### src/core/ddmas_pkg.sv
// Purpose: shared constants for the distributed dma slave control block
// Assumes: 8-bit register data, 4-bit offset inside the 16-byte window
// Notes: offsets are relative to the window base
package ddmas_pkg;
    // ******************************
    // window layout
    // ******************************
    localparam logic [3:0] DDMAS_OFF_ADDR = 4'h0;
    localparam logic [3:0] DDMAS_OFF_PAGE = 4'h2;
    localparam logic [3:0] DDMAS_OFF_COUNT = 4'h4;
    localparam logic [3:0] DDMAS_OFF_CMD_STAT = 4'h8;
    localparam logic [3:0] DDMAS_OFF_SWREQ = 4'h9;
    localparam logic [3:0] DDMAS_OFF_MODE = 4'hB;
    localparam logic [3:0] DDMAS_OFF_CLEAR = 4'hD;
    localparam logic [3:0] DDMAS_OFF_IGNORE = 4'hF;
    localparam int DDMAS_WIN_BASE_LSB = 4;
    // ******************************
    // field positions
    // ******************************
    localparam int DDMAS_CMD_DISABLE_BIT = 2;
    localparam int DDMAS_MODE_SEL_LSB = 6;
    localparam int DDMAS_MODE_DIR_BIT = 5;
    localparam int DDMAS_MODE_RELOAD_BIT = 4;
    localparam int DDMAS_MODE_XFER_LSB = 2;
    localparam int DDMAS_IGNORE_BIT = 0;
    // ******************************
    // reset values and step sizes
    // ******************************
    localparam logic DDMAS_CMD_RESET = 1'b0;
    localparam logic [5:0] DDMAS_MODE_RESET = 6'h00;
    localparam logic DDMAS_IGNORE_RESET = 1'b0;
    localparam logic [15:0] DDMAS_WORD_RESET = 16'h0000;
    localparam logic [7:0] DDMAS_BYTE_RESET = 8'h00;
    localparam logic [15:0] DDMAS_STEP_8BIT = 16'h0001;
    localparam logic [15:0] DDMAS_STEP_16BIT = 16'h0002;
    // ******************************
    // encodings
    // ******************************
    typedef enum logic [1:0] {
        DDMAS_MODE_DEMAND = 2'b00,
        DDMAS_MODE_SINGLE = 2'b01,
        DDMAS_MODE_BLOCK = 2'b10,
        DDMAS_MODE_RSVD = 2'b11
    } ddmas_mode_t;
    typedef enum logic [1:0] {
        DDMAS_XFER_NONE = 2'b00,
        DDMAS_XFER_TO_MEM = 2'b01,
        DDMAS_XFER_FROM_MEM = 2'b10,
        DDMAS_XFER_RSVD = 2'b11
    } ddmas_xfer_t;
    typedef enum logic [1:0] {
        DDMAS_ST_IDLE = 2'b00,
        DDMAS_ST_ACTIVE = 2'b01,
        DDMAS_ST_DONE = 2'b10
    } ddmas_state_t;
endpackage

### src/core/ddmas_sync.sv
// Purpose: two-flop synchroniser for pin inputs
// Assumes: one clock domain
// Notes: first stage is read only by the second
`timescale 1ns/1ps
`default_nettype none
module ddmas_sync (
    input wire logic clk_in,
    input wire logic rst_in,
    input wire logic async_in,
    output logic sync_out
);
    logic stage1;
    always_ff @(posedge clk_in or posedge rst_in) begin
        if (rst_in) begin
            stage1 <= 1'b0;
            sync_out <= 1'b0;
        end else begin
            stage1 <= async_in;
            sync_out <= stage1;
        end
    end
endmodule
`default_nettype wire

### src/core/ddmas_ctrl.sv
// Purpose: control and status registers of a single-channel distributed dma slave
// Assumes: simple synchronous i/o port (16-byte window), 8-bit data, clk 125 MHz
// Notes: address/page/count registers are held here only to run the channel
`timescale 1ns/1ps
`default_nettype none
module ddmas_ctrl
    import ddmas_pkg::*;
(
    input wire logic clk_in,
    input wire logic rst_in,
    input wire logic [11:0] io_window_base_in,
    input wire logic io_sel_in,
    input wire logic io_wr_in,
    input wire logic io_rd_in,
    input wire logic [15:0] io_addr_in,
    input wire logic [7:0] io_wdata_in,
    output logic [7:0] io_rdata_out,
    output logic io_hit_out,
    input wire logic card_dma_request_in,
    input wire logic card_removed_in,
    input wire logic wide_mode_in,
    input wire logic xfer_done_in,
    output logic xfer_req_out,
    output logic to_memory_out,
    output logic from_memory_out,
    output logic [23:0] mem_addr_out,
    output logic terminal_count_out,
    output var ddmas_pkg::ddmas_mode_t transfer_mode_out
);
    import ddmas_pkg::*;

    // ******************************
    // pin synchronisers
    // ******************************
    // pins are asynchronous to the bus clock, so status trails the card by two cycles
    logic card_dma_request;
    logic card_removed;

    ddmas_sync u_req_sync (
        .clk_in(clk_in),
        .rst_in(rst_in),
        .async_in(card_dma_request_in),
        .sync_out(card_dma_request)
    );

    ddmas_sync u_rem_sync (
        .clk_in(clk_in),
        .rst_in(rst_in),
        .async_in(card_removed_in),
        .sync_out(card_removed)
    );

    // ******************************
    // address decode
    // ******************************
    function automatic logic hit_at(input logic [15:0] addr, input logic [11:0] base,
                                    input logic [3:0] off);
        hit_at = (addr[15:DDMAS_WIN_BASE_LSB] == base) && (addr[3:0] == off);
    endfunction

    wire in_window = io_sel_in &&
        (io_addr_in[15:DDMAS_WIN_BASE_LSB] == io_window_base_in);
    wire [3:0] offset = io_addr_in[3:0];
    wire acc_wr = io_sel_in && io_wr_in;
    wire acc_rd = io_sel_in && io_rd_in;
    wire wr_addr_lo = acc_wr && hit_at(io_addr_in, io_window_base_in, DDMAS_OFF_ADDR);
    wire wr_addr_hi = acc_wr && hit_at(io_addr_in, io_window_base_in, DDMAS_OFF_ADDR + 4'h1);
    wire wr_page = acc_wr && hit_at(io_addr_in, io_window_base_in, DDMAS_OFF_PAGE);
    wire wr_cnt_lo = acc_wr && hit_at(io_addr_in, io_window_base_in, DDMAS_OFF_COUNT);
    wire wr_cnt_hi = acc_wr && hit_at(io_addr_in, io_window_base_in, DDMAS_OFF_COUNT + 4'h1);
    wire wr_cmd = acc_wr && hit_at(io_addr_in, io_window_base_in, DDMAS_OFF_CMD_STAT);
    wire wr_swreq = acc_wr && hit_at(io_addr_in, io_window_base_in, DDMAS_OFF_SWREQ);
    wire wr_mode = acc_wr && hit_at(io_addr_in, io_window_base_in, DDMAS_OFF_MODE);
    wire wr_clear = acc_wr && hit_at(io_addr_in, io_window_base_in, DDMAS_OFF_CLEAR);
    wire wr_ignore = acc_wr && hit_at(io_addr_in, io_window_base_in, DDMAS_OFF_IGNORE);
    wire rd_status = acc_rd && hit_at(io_addr_in, io_window_base_in, DDMAS_OFF_CMD_STAT);

    // ******************************
    // registers
    // ******************************
    logic controller_disable;
    ddmas_mode_t transfer_mode_select;
    logic address_direction;
    logic reload_on_completion;
    ddmas_xfer_t transfer_direction;
    logic request_ignore;
    logic completion_flags;
    logic sw_request;
    logic [15:0] base_addr;
    logic [15:0] cur_addr;
    logic [7:0] page;
    logic [15:0] base_count;
    logic [15:0] cur_count;
    ddmas_state_t state;

    // master clear resets every dma register but the mask during removal and the completion flag on a same-cycle terminal count
    wire soft_clear = wr_clear;

    // ******************************
    // channel sequencing
    // ******************************
    wire enabled = !controller_disable;
    wire card_req_ok = card_dma_request && !request_ignore;
    wire is_block = (transfer_mode_select == DDMAS_MODE_BLOCK);
    // software requests only take effect in block mode
    wire sw_req_ok = sw_request && is_block;
    wire to_mem_sel = (transfer_direction == DDMAS_XFER_TO_MEM);
    wire from_mem_sel = (transfer_direction == DDMAS_XFER_FROM_MEM);
    wire type_ok = to_mem_sel || from_mem_sel;
    wire mode_ok = (transfer_mode_select != DDMAS_MODE_RSVD);
    wire want = enabled && type_ok && mode_ok && (card_req_ok || sw_req_ok);
    wire [15:0] step = wide_mode_in ? DDMAS_STEP_16BIT : DDMAS_STEP_8BIT;
    // a leftover count below one step still ends the run instead of wrapping
    wire count_exhausted = (cur_count <= step);
    wire beat = (state == DDMAS_ST_ACTIVE) && xfer_done_in;
    wire tc_event = beat && count_exhausted;
    wire [15:0] next_addr = address_direction ? (cur_addr - step)
                                              : (cur_addr + step);
    wire [15:0] next_count = cur_count - step;

    ddmas_state_t next_state;
    always_comb begin
        next_state = state;
        unique case (state)
            DDMAS_ST_IDLE: begin
                if (want) begin
                    next_state = DDMAS_ST_ACTIVE;
                end
            end
            DDMAS_ST_ACTIVE: begin
                if (tc_event) begin
                    next_state = reload_on_completion ? DDMAS_ST_IDLE
                                                      : DDMAS_ST_DONE;
                end else if (!want) begin
                    next_state = DDMAS_ST_IDLE;
                end else if (beat && transfer_mode_select == DDMAS_MODE_SINGLE) begin
                    next_state = DDMAS_ST_IDLE;
                end
            end
            DDMAS_ST_DONE: begin
                // parked until master clear or reset, so software must rearm the channel
                next_state = DDMAS_ST_DONE;
            end
            default: begin
                next_state = DDMAS_ST_IDLE;
            end
        endcase
    end

    // ******************************
    // register updates
    // ******************************
    always_ff @(posedge clk_in or posedge rst_in) begin
        if (rst_in) begin
            controller_disable <= DDMAS_CMD_RESET;
        end else if (soft_clear) begin
            controller_disable <= DDMAS_CMD_RESET;
        end else if (wr_cmd) begin
            controller_disable <= io_wdata_in[DDMAS_CMD_DISABLE_BIT];
        end
    end

    // mode register: reserved patterns are kept as written and refused where used
    always_ff @(posedge clk_in or posedge rst_in) begin
        if (rst_in) begin
            transfer_mode_select <= ddmas_mode_t'(DDMAS_MODE_RESET[5:4]);
            address_direction <= DDMAS_MODE_RESET[3];
            reload_on_completion <= DDMAS_MODE_RESET[2];
            transfer_direction <= ddmas_xfer_t'(DDMAS_MODE_RESET[1:0]);
        end else if (soft_clear) begin
            transfer_mode_select <= ddmas_mode_t'(DDMAS_MODE_RESET[5:4]);
            address_direction <= DDMAS_MODE_RESET[3];
            reload_on_completion <= DDMAS_MODE_RESET[2];
            transfer_direction <= ddmas_xfer_t'(DDMAS_MODE_RESET[1:0]);
        end else if (wr_mode) begin
            transfer_mode_select <=
                ddmas_mode_t'(io_wdata_in[DDMAS_MODE_SEL_LSB +: 2]);
            address_direction <= io_wdata_in[DDMAS_MODE_DIR_BIT];
            reload_on_completion <= io_wdata_in[DDMAS_MODE_RELOAD_BIT];
            transfer_direction <=
                ddmas_xfer_t'(io_wdata_in[DDMAS_MODE_XFER_LSB +: 2]);
        end
    end

    // software request: armed by any write, dropped when the run completes
    always_ff @(posedge clk_in or posedge rst_in) begin
        if (rst_in) begin
            sw_request <= 1'b0;
        end else if (soft_clear) begin
            sw_request <= 1'b0;
        end else if (wr_swreq) begin
            sw_request <= 1'b1;
        end else if (tc_event) begin
            sw_request <= 1'b0;
        end
    end

    // mask: hardware set on removal wins over a software clear
    always_ff @(posedge clk_in or posedge rst_in) begin
        if (rst_in) begin
            request_ignore <= DDMAS_IGNORE_RESET;
        end else if (card_removed) begin
            request_ignore <= 1'b1;
        end else if (soft_clear) begin
            request_ignore <= DDMAS_IGNORE_RESET;
        end else if (wr_ignore) begin
            request_ignore <= io_wdata_in[DDMAS_IGNORE_BIT];
        end
    end

    // completion flag: a new terminal count beats a read-clear in the same cycle
    always_ff @(posedge clk_in or posedge rst_in) begin
        if (rst_in) begin
            completion_flags <= 1'b0;
        end else if (tc_event) begin
            completion_flags <= 1'b1;
        end else if (rd_status || soft_clear) begin
            completion_flags <= 1'b0;
        end
    end

    // channel state
    always_ff @(posedge clk_in or posedge rst_in) begin
        if (rst_in) begin
            state <= DDMAS_ST_IDLE;
        end else if (soft_clear) begin
            state <= DDMAS_ST_IDLE;
        end else begin
            state <= next_state;
        end
    end

    // address, page and count: kept so the channel can run and reload
    always_ff @(posedge clk_in or posedge rst_in) begin
        if (rst_in) begin
            base_addr <= DDMAS_WORD_RESET;
            cur_addr <= DDMAS_WORD_RESET;
            base_count <= DDMAS_WORD_RESET;
            cur_count <= DDMAS_WORD_RESET;
            page <= DDMAS_BYTE_RESET;
        end else if (soft_clear) begin
            base_addr <= DDMAS_WORD_RESET;
            cur_addr <= DDMAS_WORD_RESET;
            base_count <= DDMAS_WORD_RESET;
            cur_count <= DDMAS_WORD_RESET;
            page <= DDMAS_BYTE_RESET;
        end else begin
            if (wr_addr_lo) begin
                base_addr[7:0] <= io_wdata_in;
                cur_addr[7:0] <= io_wdata_in;
            end else if (wr_addr_hi) begin
                base_addr[15:8] <= io_wdata_in;
                cur_addr[15:8] <= io_wdata_in;
            end else if (tc_event && reload_on_completion) begin
                cur_addr <= base_addr;
            end else if (beat) begin
                cur_addr <= next_addr;
            end
            if (wr_cnt_lo) begin
                base_count[7:0] <= io_wdata_in;
                cur_count[7:0] <= io_wdata_in;
            end else if (wr_cnt_hi) begin
                base_count[15:8] <= io_wdata_in;
                cur_count[15:8] <= io_wdata_in;
            end else if (tc_event && reload_on_completion) begin
                cur_count <= base_count;
            end else if (beat) begin
                cur_count <= next_count;
            end
            if (wr_page) begin
                page <= io_wdata_in;
            end
        end
    end

    // ******************************
    // read mux
    // ******************************
    wire [7:0] status_byte = {{4{card_dma_request}}, {4{completion_flags}}};
    wire [7:0] mode_byte = {transfer_mode_select, address_direction, reload_on_completion,
                            transfer_direction, 2'b00};
    wire [7:0] ignore_byte = {7'h00, request_ignore};
    logic [7:0] next_rdata;
    always_comb begin
        next_rdata = 8'h00;
        unique case (offset)
            DDMAS_OFF_ADDR: next_rdata = cur_addr[7:0];
            DDMAS_OFF_ADDR + 4'h1: next_rdata = cur_addr[15:8];
            DDMAS_OFF_PAGE: next_rdata = page;
            DDMAS_OFF_COUNT: next_rdata = cur_count[7:0];
            DDMAS_OFF_COUNT + 4'h1: next_rdata = cur_count[15:8];
            DDMAS_OFF_CMD_STAT: next_rdata = status_byte;
            DDMAS_OFF_MODE: next_rdata = mode_byte;
            DDMAS_OFF_IGNORE: next_rdata = ignore_byte;
            default: next_rdata = 8'h00;
        endcase
    end

    // ******************************
    // outputs
    // ******************************
    always_ff @(posedge clk_in or posedge rst_in) begin
        if (rst_in) begin
            io_rdata_out <= 8'h00;
            io_hit_out <= 1'b0;
            xfer_req_out <= 1'b0;
            to_memory_out <= 1'b0;
            from_memory_out <= 1'b0;
            mem_addr_out <= 24'h000000;
            terminal_count_out <= 1'b0;
            transfer_mode_out <= DDMAS_MODE_DEMAND;
        end else begin
            io_rdata_out <= (acc_rd && in_window) ? next_rdata : 8'h00;
            io_hit_out <= (acc_wr || acc_rd) && in_window;
            xfer_req_out <= (next_state == DDMAS_ST_ACTIVE);
            to_memory_out <= to_mem_sel;
            from_memory_out <= from_mem_sel;
            mem_addr_out <= {page, cur_addr};
            terminal_count_out <= tc_event;
            transfer_mode_out <= transfer_mode_select;
        end
    end
endmodule
`default_nettype wire

### config.mk
export PLATFORM = sky130hd
export DESIGN_NAME = ddmas_ctrl
export DESIGN_NICKNAME = d
export VERILOG_FILES = /design/src/core/ddmas_pkg.sv /design/src/core/ddmas_sync.sv /design/src/core/ddmas_ctrl.sv
export SDC_FILE = /design/constraint.sdc
export NUM_CORES = 1
export LEC_CHECK = 0
export BUFFER_PORTS_ARGS = -buffer_cell sky130_fd_sc_hd__buf_2
export CAP_MARGIN = 20
export CORE_MARGIN = 10
export CORE_UTILIZATION = 43
export CTS_CLUSTER_SIZE = 24
export DETAILED_ROUTE_END_ITERATION = 6
export SLEW_MARGIN = 15
export SYNTH_ARGS = -nofsm -noshare
export SYNTH_HDL_FRONTEND = slang
export SYNTH_HIERARCHICAL = 1
export SYNTH_SLANG_ARGS = --single-unit
### constraint.sdc
create_clock -name clk_in -period 11.05 [get_ports clk_in]
set_input_delay 2.7625 -clock clk_in [delete_from_list [all_inputs] [get_ports clk_in]]
set_output_delay 2.7625 -clock clk_in [all_outputs]
set_load 0.005 [all_outputs]
==> out/qor.log, run 1 <==
INFO  outcome        run_status=finished, final reports clean
INFO  placement      placed_cell_area=7370um^2
INFO  routing        post-route-drc-count=0
INFO  clock_network  cts.htree.levels=4
INFO  setup_path     criticalPathCategory=in2reg
INFO  timing         finalWorstPathRequiredPeriod=5400ps
INFO  global_route   grt_pass1_vias=5691
INFO  clock_network  ctsRootBufferMaster=sky130_fd_sc_hd__clkbuf_16
INFO  timing         fmaxAchievable=185MHz
INFO  routing        drt_pre_antenna_iters=6
INFO  timing         setup_total_negative_slack=0ps
INFO  routing        post_drt_wl_per_cell=20.5um
INFO  placement      gp_routability_congestion=0.931
INFO  power_and_ir_drop total_switching_power=0.000252W
INFO  clock_network  cts_setup_buffers=0
INFO  floorplan      die_y=145um
INFO  power_and_ir_drop power_density=134nW/um^2
INFO  timing         rsz0062_at_grt=false
INFO  logic_synthesis ys_top_cells_by_area=sky130_fd_sc_hd__dfrtp_1, sky130_fd_sc_hd__nand2_1, sky130_fd_sc_hd__o21ai_0
INFO  cells_and_area synthToLayoutAreaGrowth=18.0%
INFO  logic_synthesis yosysTopAreaCell=sky130_fd_sc_hd__dfrtp_1
INFO  placement      placed_cells_incl_taps=986
INFO  global_route   grtUsageMet3=0.0410
INFO  power_and_ir_drop power.internal=0.000821W
INFO  power_and_ir_drop power.share.clock=0.513
INFO  routing        drt.antenna.violating_nets=0
INFO  clock_network  clk_path_buf_depth=2
INFO  logic_synthesis synthSimpleGateAreaFrac=0.188
INFO  power_and_ir_drop power_switching_share=0.235
INFO  clock_network  post_cts_hold_buffer_count=0
INFO  logic_synthesis ys_seq_area_frac=0.469
INFO  cells_and_area instances_no_fill=1020
INFO  logic_synthesis synth_edf_count=0
INFO  worst_hold_path hold_path.startpoint=u_rem_sync/stage1
INFO  routing        post_drt_via_cell_ratio=5.89
INFO  setup_path     crit-reg2reg-launch=cur_count[7]
INFO  floorplan      core.rowCount=45
INFO  logic_synthesis synth_fa_ha_area_frac=0.0410
INFO  placement      io_buffers=83
INFO  logic_synthesis postSynthRegisterBits=127
INFO  power_and_ir_drop max_vdd_drop=130uV
INFO  worst_hold_path hold_depth=0
INFO  power_and_ir_drop leakagePower=3.89nW
INFO  setup_path     rr_endpoint=cur_addr[15]
INFO  clock_network  clock_sink_count=127
INFO  logic_synthesis yosys-mux-area-fraction=0.0103
INFO  global_route   grt_most_used_layer=met2
INFO  logic_synthesis postSynthAreaPerCell=9.42um^2
INFO  global_route   grt-ovfl-total=0
INFO  logic_synthesis synthDominantCellAreaShare=0.469
INFO  power_and_ir_drop power.combinational.fraction=0.052
INFO  timing         slew_violations=0
INFO  timing         final.period_utilization=0.488
INFO  global_route   met1_usage=0.257
INFO  clock_network  cts-resized-gates=0
INFO  clock_network  cts_inserted_buffers=17
INFO  cells_and_area finish.net_count=862
INFO  worst_hold_path min_delay_worst_endpoint=u_rem_sync/sync_out
INFO  global_route   maximum_number_of_pins_on_one_net_before_global_route_repair=81
INFO  routing        drt_iter0_markers=610
INFO  logic_synthesis syn-cell-area=6770um^2
INFO  timing         tightestPinTransition=1060ps
INFO  floorplan      die_area=21200um^2
INFO  global_route   groute.layer.met2.usage=0.303
INFO  setup_path     crit_path_end_kind=flip-flop
INFO  setup_path     ff2ff_setup_slack=7800ps
INFO  cells_and_area final_core_util=0.522
INFO  clock_network  insertion_delay=430ps
INFO  job            maxCapViolCount=0
INFO  setup_path     cp_max_fo=20
INFO  logic_synthesis synth_top_family_by_area=compound AO/OA/AOI/OAI gates
INFO  setup_path     startpoint_kind_of_the_worst_setup_timing_path=input pin
INFO  logic_synthesis post_synthesis_cell_count=719
INFO  floorplan      design.core.area=15300um^2
INFO  timing         setup-violations-final=0
INFO  setup_path     required_time_of_the_worst_setup_path=11390ps
INFO  routing        drt-total-wl=20900um
INFO  clock_network  cts_tree=built
INFO  cells_and_area regArea=3180um^2
INFO  logic_synthesis yosys.area_share.xor_xnor=0.0427
INFO  routing        detailroute.via_count=6006
INFO  timing         final_hold_viol_count=0
INFO  placement      detailed_place_hpwl=15300um
INFO  timing         slew_headroom=0.290
INFO  floorplan      initial_core_util=0.442
INFO  floorplan      boundaryPins=84
INFO  logic_synthesis synth_top_flop_cell=sky130_fd_sc_hd__dfrtp_1
INFO  cells_and_area drive_above_1_share=0.172
INFO  power_and_ir_drop share_seq_of_total_power=0.435
INFO  timing         clock_skew=8.18ps
INFO  logic_synthesis yosys_warnings=6
INFO  global_route   grt_use_total=0.192
INFO  logic_synthesis distinct_cell_type_count_of_the_synthesized_netlist=71
INFO  worst_hold_path timing.hold.worst.class=reg2reg
INFO  floorplan      die_x=145um
INFO  global_route   grt_pass1_wl=32200um
INFO  logic_synthesis synth_nets=785
INFO  global_route   number_of_antenna_violations_at_the_first_check_in_global_routing=0
INFO  cells_and_area fillers=1427
INFO  setup_path     worst-r2r-cell-count=7
INFO  cells_and_area n_antenna_cell=0
INFO  clock_network  worst_setup_hold_path_clk_slew=60ps
INFO  cells_and_area multi_input_comb_area=3370um^2
INFO  cells_and_area final_area=7990um^2
INFO  logic_synthesis synth_async_sr_flop_share=1.00
INFO  setup_path     crit_path_launch=wide_mode_in
INFO  logic_synthesis synth_compound_gate_area_share=0.214
INFO  setup_path     cp.arrival=5730ps
[metrics by stage]
step / setup WS [ps] / hold slack (ps) / total power [W]
5_1_grt: 5480 / 360 / 0.00111
4_1_cts: 5660 / 356 / 0.00108
6_report: 5650 / 350 / 0.00107
2_1_floorplan: 5020 / 331 / 0.000505
3_5_place_dp: 5250 / 342 / 0.000529
3_3_place_gp: 5350 / 336 / 0.000528
[cell usage after synthesis (7+ instances only)]
master and number:
sky130_fd_sc_hd__nand3_1 20, sky130_fd_sc_hd__ha_1 19, sky130_fd_sc_hd__nor2_1 48, sky130_fd_sc_hd__dfrtp_1 127, sky130_fd_sc_hd__inv_1 17, sky130_fd_sc_hd__o22ai_1 9
sky130_fd_sc_hd__a41oi_1 8, sky130_fd_sc_hd__nand2_1 95, sky130_fd_sc_hd__mux2i_1 7, sky130_fd_sc_hd__nor2b_1 14, sky130_fd_sc_hd__a22o_1 22, sky130_fd_sc_hd__clkbuf_1 29
sky130_fd_sc_hd__nor4_1 7, sky130_fd_sc_hd__nor3_1 13, sky130_fd_sc_hd__and2_1 8, sky130_fd_sc_hd__o21ai_1 22, sky130_fd_sc_hd__o21ai_0 49, sky130_fd_sc_hd__a21o_1 8
sky130_fd_sc_hd__xor2_1 11, sky130_fd_sc_hd__a21oi_1 41, sky130_fd_sc_hd__nand4_1 11, sky130_fd_sc_hd__a22oi_1 10, sky130_fd_sc_hd__xnor2_1 22
[area by class of cell]
| type | count | area share |
|---|---|---|
| sequential | 127 | 0.398 |
| tap | 211 | 0.0330 |
| clock buffer | 18 | 0.0550 |
| inverter | 17 | 0.00830 |
| multi-input combinational | 538 | 0.422 |
| clock inverter | 14 | 0.0180 |
| timing repair buffer | 95 | 0.0658 |
[kinds of logic (layout without fill, tap and decap cells)]
kind of cell,Yosys count,count (layout)
XOR/XNOR,33,33
adder cells (fa/ha/maj),21,21
buffers and inverters,54,144
AO/OA/AOI/OAI,221,221
multiplexers,7,7
flip-flops,127,127
AND/OR/NAND/NOR,256,256
[power groups by stage]
stage | registers (W) | clock network, W | logic, W
6_report | 0.000467 | 0.000550 | 0.0000557
5_1_grt | 0.000466 | 0.000579 | 0.0000611
4_1_cts | 0.000467 | 0.000554 | 0.0000544
3_5_place_dp | 0.000475 | 0 | 0.0000540
3_3_place_gp | 0.000475 | 0 | 0.0000529
2_1_floorplan | 0.000475 | 0 | 0.0000302
[worst max-delay path: stages]
cell	delay, ps
sky130_fd_sc_hd__buf_2	110
sky130_fd_sc_hd__inv_1	170
sky130_fd_sc_hd__ha_1	220
sky130_fd_sc_hd__inv_1	60
sky130_fd_sc_hd__fa_1	430
sky130_fd_sc_hd__a21boi_0	200
sky130_fd_sc_hd__or4_1	550
sky130_fd_sc_hd__or2_1	560
sky130_fd_sc_hd__and2_0	310
sky130_fd_sc_hd__mux2i_1	140
sky130_fd_sc_hd__a21oi_1	90
sky130_fd_sc_hd__a211oi_2	150
[flip-flops by register name (all words and copies together) (netlist names), 8 cells and up]
signal        flops
base_addr        16
base_count       16
cur_addr         16
cur_count        16
io_rdata_out      8
mem_addr_out     24
page              8
[routing by layer]
layer  wire [um]  share of wire  vias to the layer above
met5           0              0                        -
met4         337          0.016                        0
met3        1620          0.077                       36
met2        9960           0.48                      269
met1        8980           0.43                     2913
li1            -              -                     2788
[worst max-delay path by stage]
stage | to | slack, ps | cells after the start
after floorplan | address_direction | 5020 | 1
after global placement | cur_addr[11] | 5350 | 12
after detailed placement | cur_addr[11] | 5250 | 12
after CTS | cur_addr[11] | 5660 | 12
after global routing | cur_addr[11] | 5480 | 12
final | cur_addr[11] | 5650 | 12
[cells in the final DEF, fill, tap and decap left out, types with 5 or more instances in the layout]
master	count
sky130_fd_sc_hd__inv_1	16
sky130_fd_sc_hd__nor2b_1	14
sky130_fd_sc_hd__nand3_1	20
sky130_fd_sc_hd__clkinv_4	5
sky130_fd_sc_hd__nand2_1	95
sky130_fd_sc_hd__nor3_1	13
sky130_fd_sc_hd__buf_4	11
sky130_fd_sc_hd__a41oi_1	8
sky130_fd_sc_hd__and2_1	8
sky130_fd_sc_hd__o22ai_1	9
sky130_fd_sc_hd__xor2_1	11
sky130_fd_sc_hd__a22oi_1	10
sky130_fd_sc_hd__buf_2	83
sky130_fd_sc_hd__xnor2_1	22
sky130_fd_sc_hd__a22o_1	22
sky130_fd_sc_hd__nor2_1	48
sky130_fd_sc_hd__a21oi_1	41
sky130_fd_sc_hd__mux2i_1	7
sky130_fd_sc_hd__dfrtp_1	127
sky130_fd_sc_hd__nor3b_1	5
sky130_fd_sc_hd__o21ai_1	24
sky130_fd_sc_hd__clkinv_2	5
sky130_fd_sc_hd__o211ai_1	6
sky130_fd_sc_hd__a221oi_1	5
sky130_fd_sc_hd__or4_1	6
sky130_fd_sc_hd__nor4_1	5
sky130_fd_sc_hd__nand4_1	11
sky130_fd_sc_hd__a21o_1	8
sky130_fd_sc_hd__clkbuf_16	17
sky130_fd_sc_hd__o21ai_0	47
sky130_fd_sc_hd__ha_1	19
sky130_fd_sc_hd__a211oi_1	6
(Power assumes the default switching activity.)
==> inputs of run 2 (changes only) <==
==> constraint.sdc (replaced) <==
create_clock -name clk_in -period 4.7 [get_ports clk_in]
set_input_delay 1.175 -clock clk_in [delete_from_list [all_inputs] [get_ports clk_in]]
set_output_delay 1.175 -clock clk_in [all_outputs]
set_load 0.005 [all_outputs]
==> out/qor.log, run 2 (synthesized netlist as in run 1, its figures left out) <==
INFO  floorplan      die_area=21200um^2 [unchanged]
INFO  clock_network  cts_inserted_buffers=17 [unchanged]
INFO  placement      io_buffers=83 [unchanged]
INFO  cells_and_area drive_above_1_share=0.176 [+0.00429]
INFO  power_and_ir_drop post-layout-total-power=0.00266W [+150%]
INFO  placement      placed_cells_incl_taps=990 [+0.41%]
INFO  cells_and_area n_antenna_cell=0 [unchanged]
INFO  global_route   maximum_number_of_pins_on_one_net_before_global_route_repair=79 [-2.5%]
INFO  power_and_ir_drop share_seq_of_total_power=0.413 [-0.022]
INFO  timing         hold_slack=345ps [-5.31 ps]
INFO  clock_network  insertion_delay=430ps [about the same]
INFO  worst_hold_path timing.hold.worst.class=reg2reg
INFO  power_and_ir_drop power.share.clock=0.537 [+0.024]
INFO  routing        drt_pre_antenna_iters=5 [-1]
INFO  setup_path     startpoint_kind_of_the_worst_setup_timing_path=input pin
INFO  cells_and_area multi_input_comb_area=3380um^2 [+0.11%]
INFO  cells_and_area final_core_util=0.529 [+0.00686]
INFO  placement      detailed_place_hpwl=15300um [about the same]
INFO  job            maxCapViolCount=0 [unchanged]
INFO  timing         slew_violations=0 [unchanged]
INFO  clock_network  clk_path_buf_depth=2 [unchanged]
INFO  global_route   grt_use_total=0.195 [+0.00331]
INFO  setup_path     rr_endpoint=cur_addr[11]
INFO  power_and_ir_drop max_vdd_drop=271uV [+110%]
INFO  floorplan      die_x=145um [unchanged]
INFO  setup_path     cp.arrival=4180ps [-1550 ps]
INFO  clock_network  worst_setup_hold_path_clk_slew=60ps [about the same]
INFO  timing         fmaxAchievable=260MHz
INFO  routing        detailroute.via_count=5952 [-0.90%]
INFO  power_and_ir_drop total_switching_power=0.000584W [+130%]
INFO  timing         final.period_utilization=0.817
INFO  cells_and_area synthToLayoutAreaGrowth=19.5%
INFO  setup_path     ff2ff_setup_slack=1400ps [-6400 ps]
INFO  timing         rsz0062_at_grt=false
INFO  timing         finalWorstPathRequiredPeriod=3840ps
INFO  floorplan      boundaryPins=84 [unchanged]
INFO  setup_path     worst-r2r-cell-count=11 [+4]
INFO  clock_network  cts-resized-gates=0 [unchanged]
INFO  cells_and_area fillers=1451 [+1.7%]
INFO  timing         tightestPinTransition=860ps [-195 ps]
INFO  global_route   number_of_antenna_violations_at_the_first_check_in_global_routing=0 [unchanged]
INFO  cells_and_area register_with_the_most_flip_flops=mem_addr_out
INFO  outcome        run_status=finished, final reports clean
INFO  placement      gp_routability_congestion=0.951 [+2.2%]
INFO  timing         slew_headroom=0.427 [+0.137]
INFO  floorplan      core.rowCount=45 [unchanged]
INFO  setup_path     crit-reg2reg-launch=cur_count[0]
INFO  floorplan      design.core.area=15300um^2 [unchanged]
INFO  setup_path     required_time_of_the_worst_setup_path=5040ps [-6350 ps]
INFO  routing        post_drt_via_cell_ratio=5.82 [-1.2%]
INFO  routing        post-route-drc-count=0 [unchanged]
INFO  routing        drt.antenna.violating_nets=0 [unchanged]
INFO  worst_hold_path min_delay_worst_endpoint=u_req_sync/sync_out
INFO  power_and_ir_drop leakagePower=3.93nW [+1.1%]
INFO  clock_network  ctsRootBufferMaster=sky130_fd_sc_hd__clkbuf_16
INFO  worst_hold_path hold_path.startpoint=u_req_sync/stage1
INFO  timing         final_hold_viol_count=0 [unchanged]
INFO  worst_hold_path hold_depth=0 [unchanged]
INFO  clock_network  post_cts_hold_buffer_count=0 [unchanged]
INFO  timing         clock_skew=5.91ps [-2.27 ps]
INFO  clock_network  cts_tree=built
INFO  global_route   grt_pass1_wl=32800um [+1.8%]
INFO  cells_and_area final_cell_mix=sky130_fd_sc_hd__dfrtp_1, sky130_fd_sc_hd__nand2_1, sky130_fd_sc_hd__buf_2
INFO  routing        post_drt_wl_per_cell=20.3um [-0.68%]
INFO  power_and_ir_drop power.combinational.fraction=0.050 [-0.002]
INFO  timing         setup-violations-final=0 [unchanged]
INFO  clock_network  cts_setup_buffers=0 [unchanged]
INFO  setup_path     cp_max_fo=20 [unchanged]
INFO  setup_path     crit_path_end_kind=flip-flop
INFO  floorplan      initial_core_util=0.442 [unchanged]
INFO  cells_and_area largest_reg_flops=24 [unchanged]
INFO  clock_network  cts.htree.levels=4 [unchanged]
INFO  cells_and_area final_common_cell=sky130_fd_sc_hd__dfrtp_1
INFO  routing        drt-total-wl=20800um [-0.38%]
INFO  global_route   grt_pass1_vias=5800 [+1.9%]
INFO  timing         setup_total_negative_slack=0ps [unchanged]
INFO  setup_path     criticalPathCategory=in2reg
INFO  power_and_ir_drop power_density=328nW/um^2 [+140%]
INFO  clock_network  clock_sink_count=127 [unchanged]
INFO  cells_and_area instances_no_fill=1023 [+0.29%]
INFO  floorplan      die_y=145um [unchanged]
INFO  routing        drt_iter0_markers=711 [+17%]
INFO  power_and_ir_drop power_switching_share=0.220 [-0.0146]
INFO  cells_and_area finish.net_count=865 [+0.35%]
INFO  global_route   grt-ovfl-total=0 [unchanged]
INFO  power_and_ir_drop power.internal=0.00207W [+150%]
INFO  cells_and_area regArea=3180um^2 [unchanged]
==> run 2: cell types whose count changed in the layout (fill, tap and decap cells not counted), sizes merged <==
cell and delta:
buf +3, bufinv +2, clkbuf +2, clkinv -6, clkinvlp +1, inv +1
==> run 2: power groups by stage <==
| stage | combinational, W | sequential (W) | clock, W |
|---|---|---|---|
| floorplan | 0.0000710 | 0.00112 | 0 |
| global placement | 0.000127 | 0.00112 | 0 |
| detailed placement | 0.000129 | 0.00112 | 0 |
| CTS | 0.000129 | 0.00110 | 0.00145 |
| global route | 0.000147 | 0.00110 | 0.00150 |
| finish | 0.000132 | 0.00110 | 0.00143 |
==> run 2: how the worst max path moves through the flow <==
stage                      start  cells after the start           endpoint  slack, ps
floorplan                 rst_in                      1  address_direction        250
global placement    wide_mode_in                     12       cur_addr[11]        600
detailed placement  wide_mode_in                     12       cur_addr[11]        470
CTS                 wide_mode_in                     12       cur_addr[11]        910
global route        wide_mode_in                     12       cur_addr[11]        730
finish              wide_mode_in                     12       cur_addr[11]        860
==> run 2: metal layers <==
metal  up-vias  share of wire  routed length [um]  track usage
met5         -              0                   0            0
met4         0          0.021                 437       0.0627
met3        43          0.074                1530       0.0553
met2       229           0.47                9690        0.305
met1      2891           0.44                9150        0.256
li1       2789              -                   -            -
==> run 2: cell type report <==
class,instances,share of cell area
Clock buffer,20,0.0577
Clock inverter,12,0.0226
Inverter,17,0.00819
Multi-Input combinational cell,538,0.417
Sequential cell,127,0.393
Tap cell,211,0.0326
Timing Repair Buffer,98,0.0692
==> run 2: critical path, stage by stage <==
cell                       delay, ps
sky130_fd_sc_hd__buf_2           110
sky130_fd_sc_hd__inv_1           160
sky130_fd_sc_hd__ha_1            210
sky130_fd_sc_hd__inv_1            60
sky130_fd_sc_hd__fa_1            450
sky130_fd_sc_hd__a21boi_0        220
sky130_fd_sc_hd__or4_1           560
sky130_fd_sc_hd__or2_1           570
sky130_fd_sc_hd__and2_0          300
sky130_fd_sc_hd__mux2i_1         120
sky130_fd_sc_hd__a21oi_1          90
sky130_fd_sc_hd__a211oi_2        150
==> run 2: stage by stage <==
stage	setup slack (ps)	area, um^2
floorplan	254	6770
global placement	600	7410
detailed placement	475	7410
CTS	908	8060
global route	728	8100
finish	859	8100
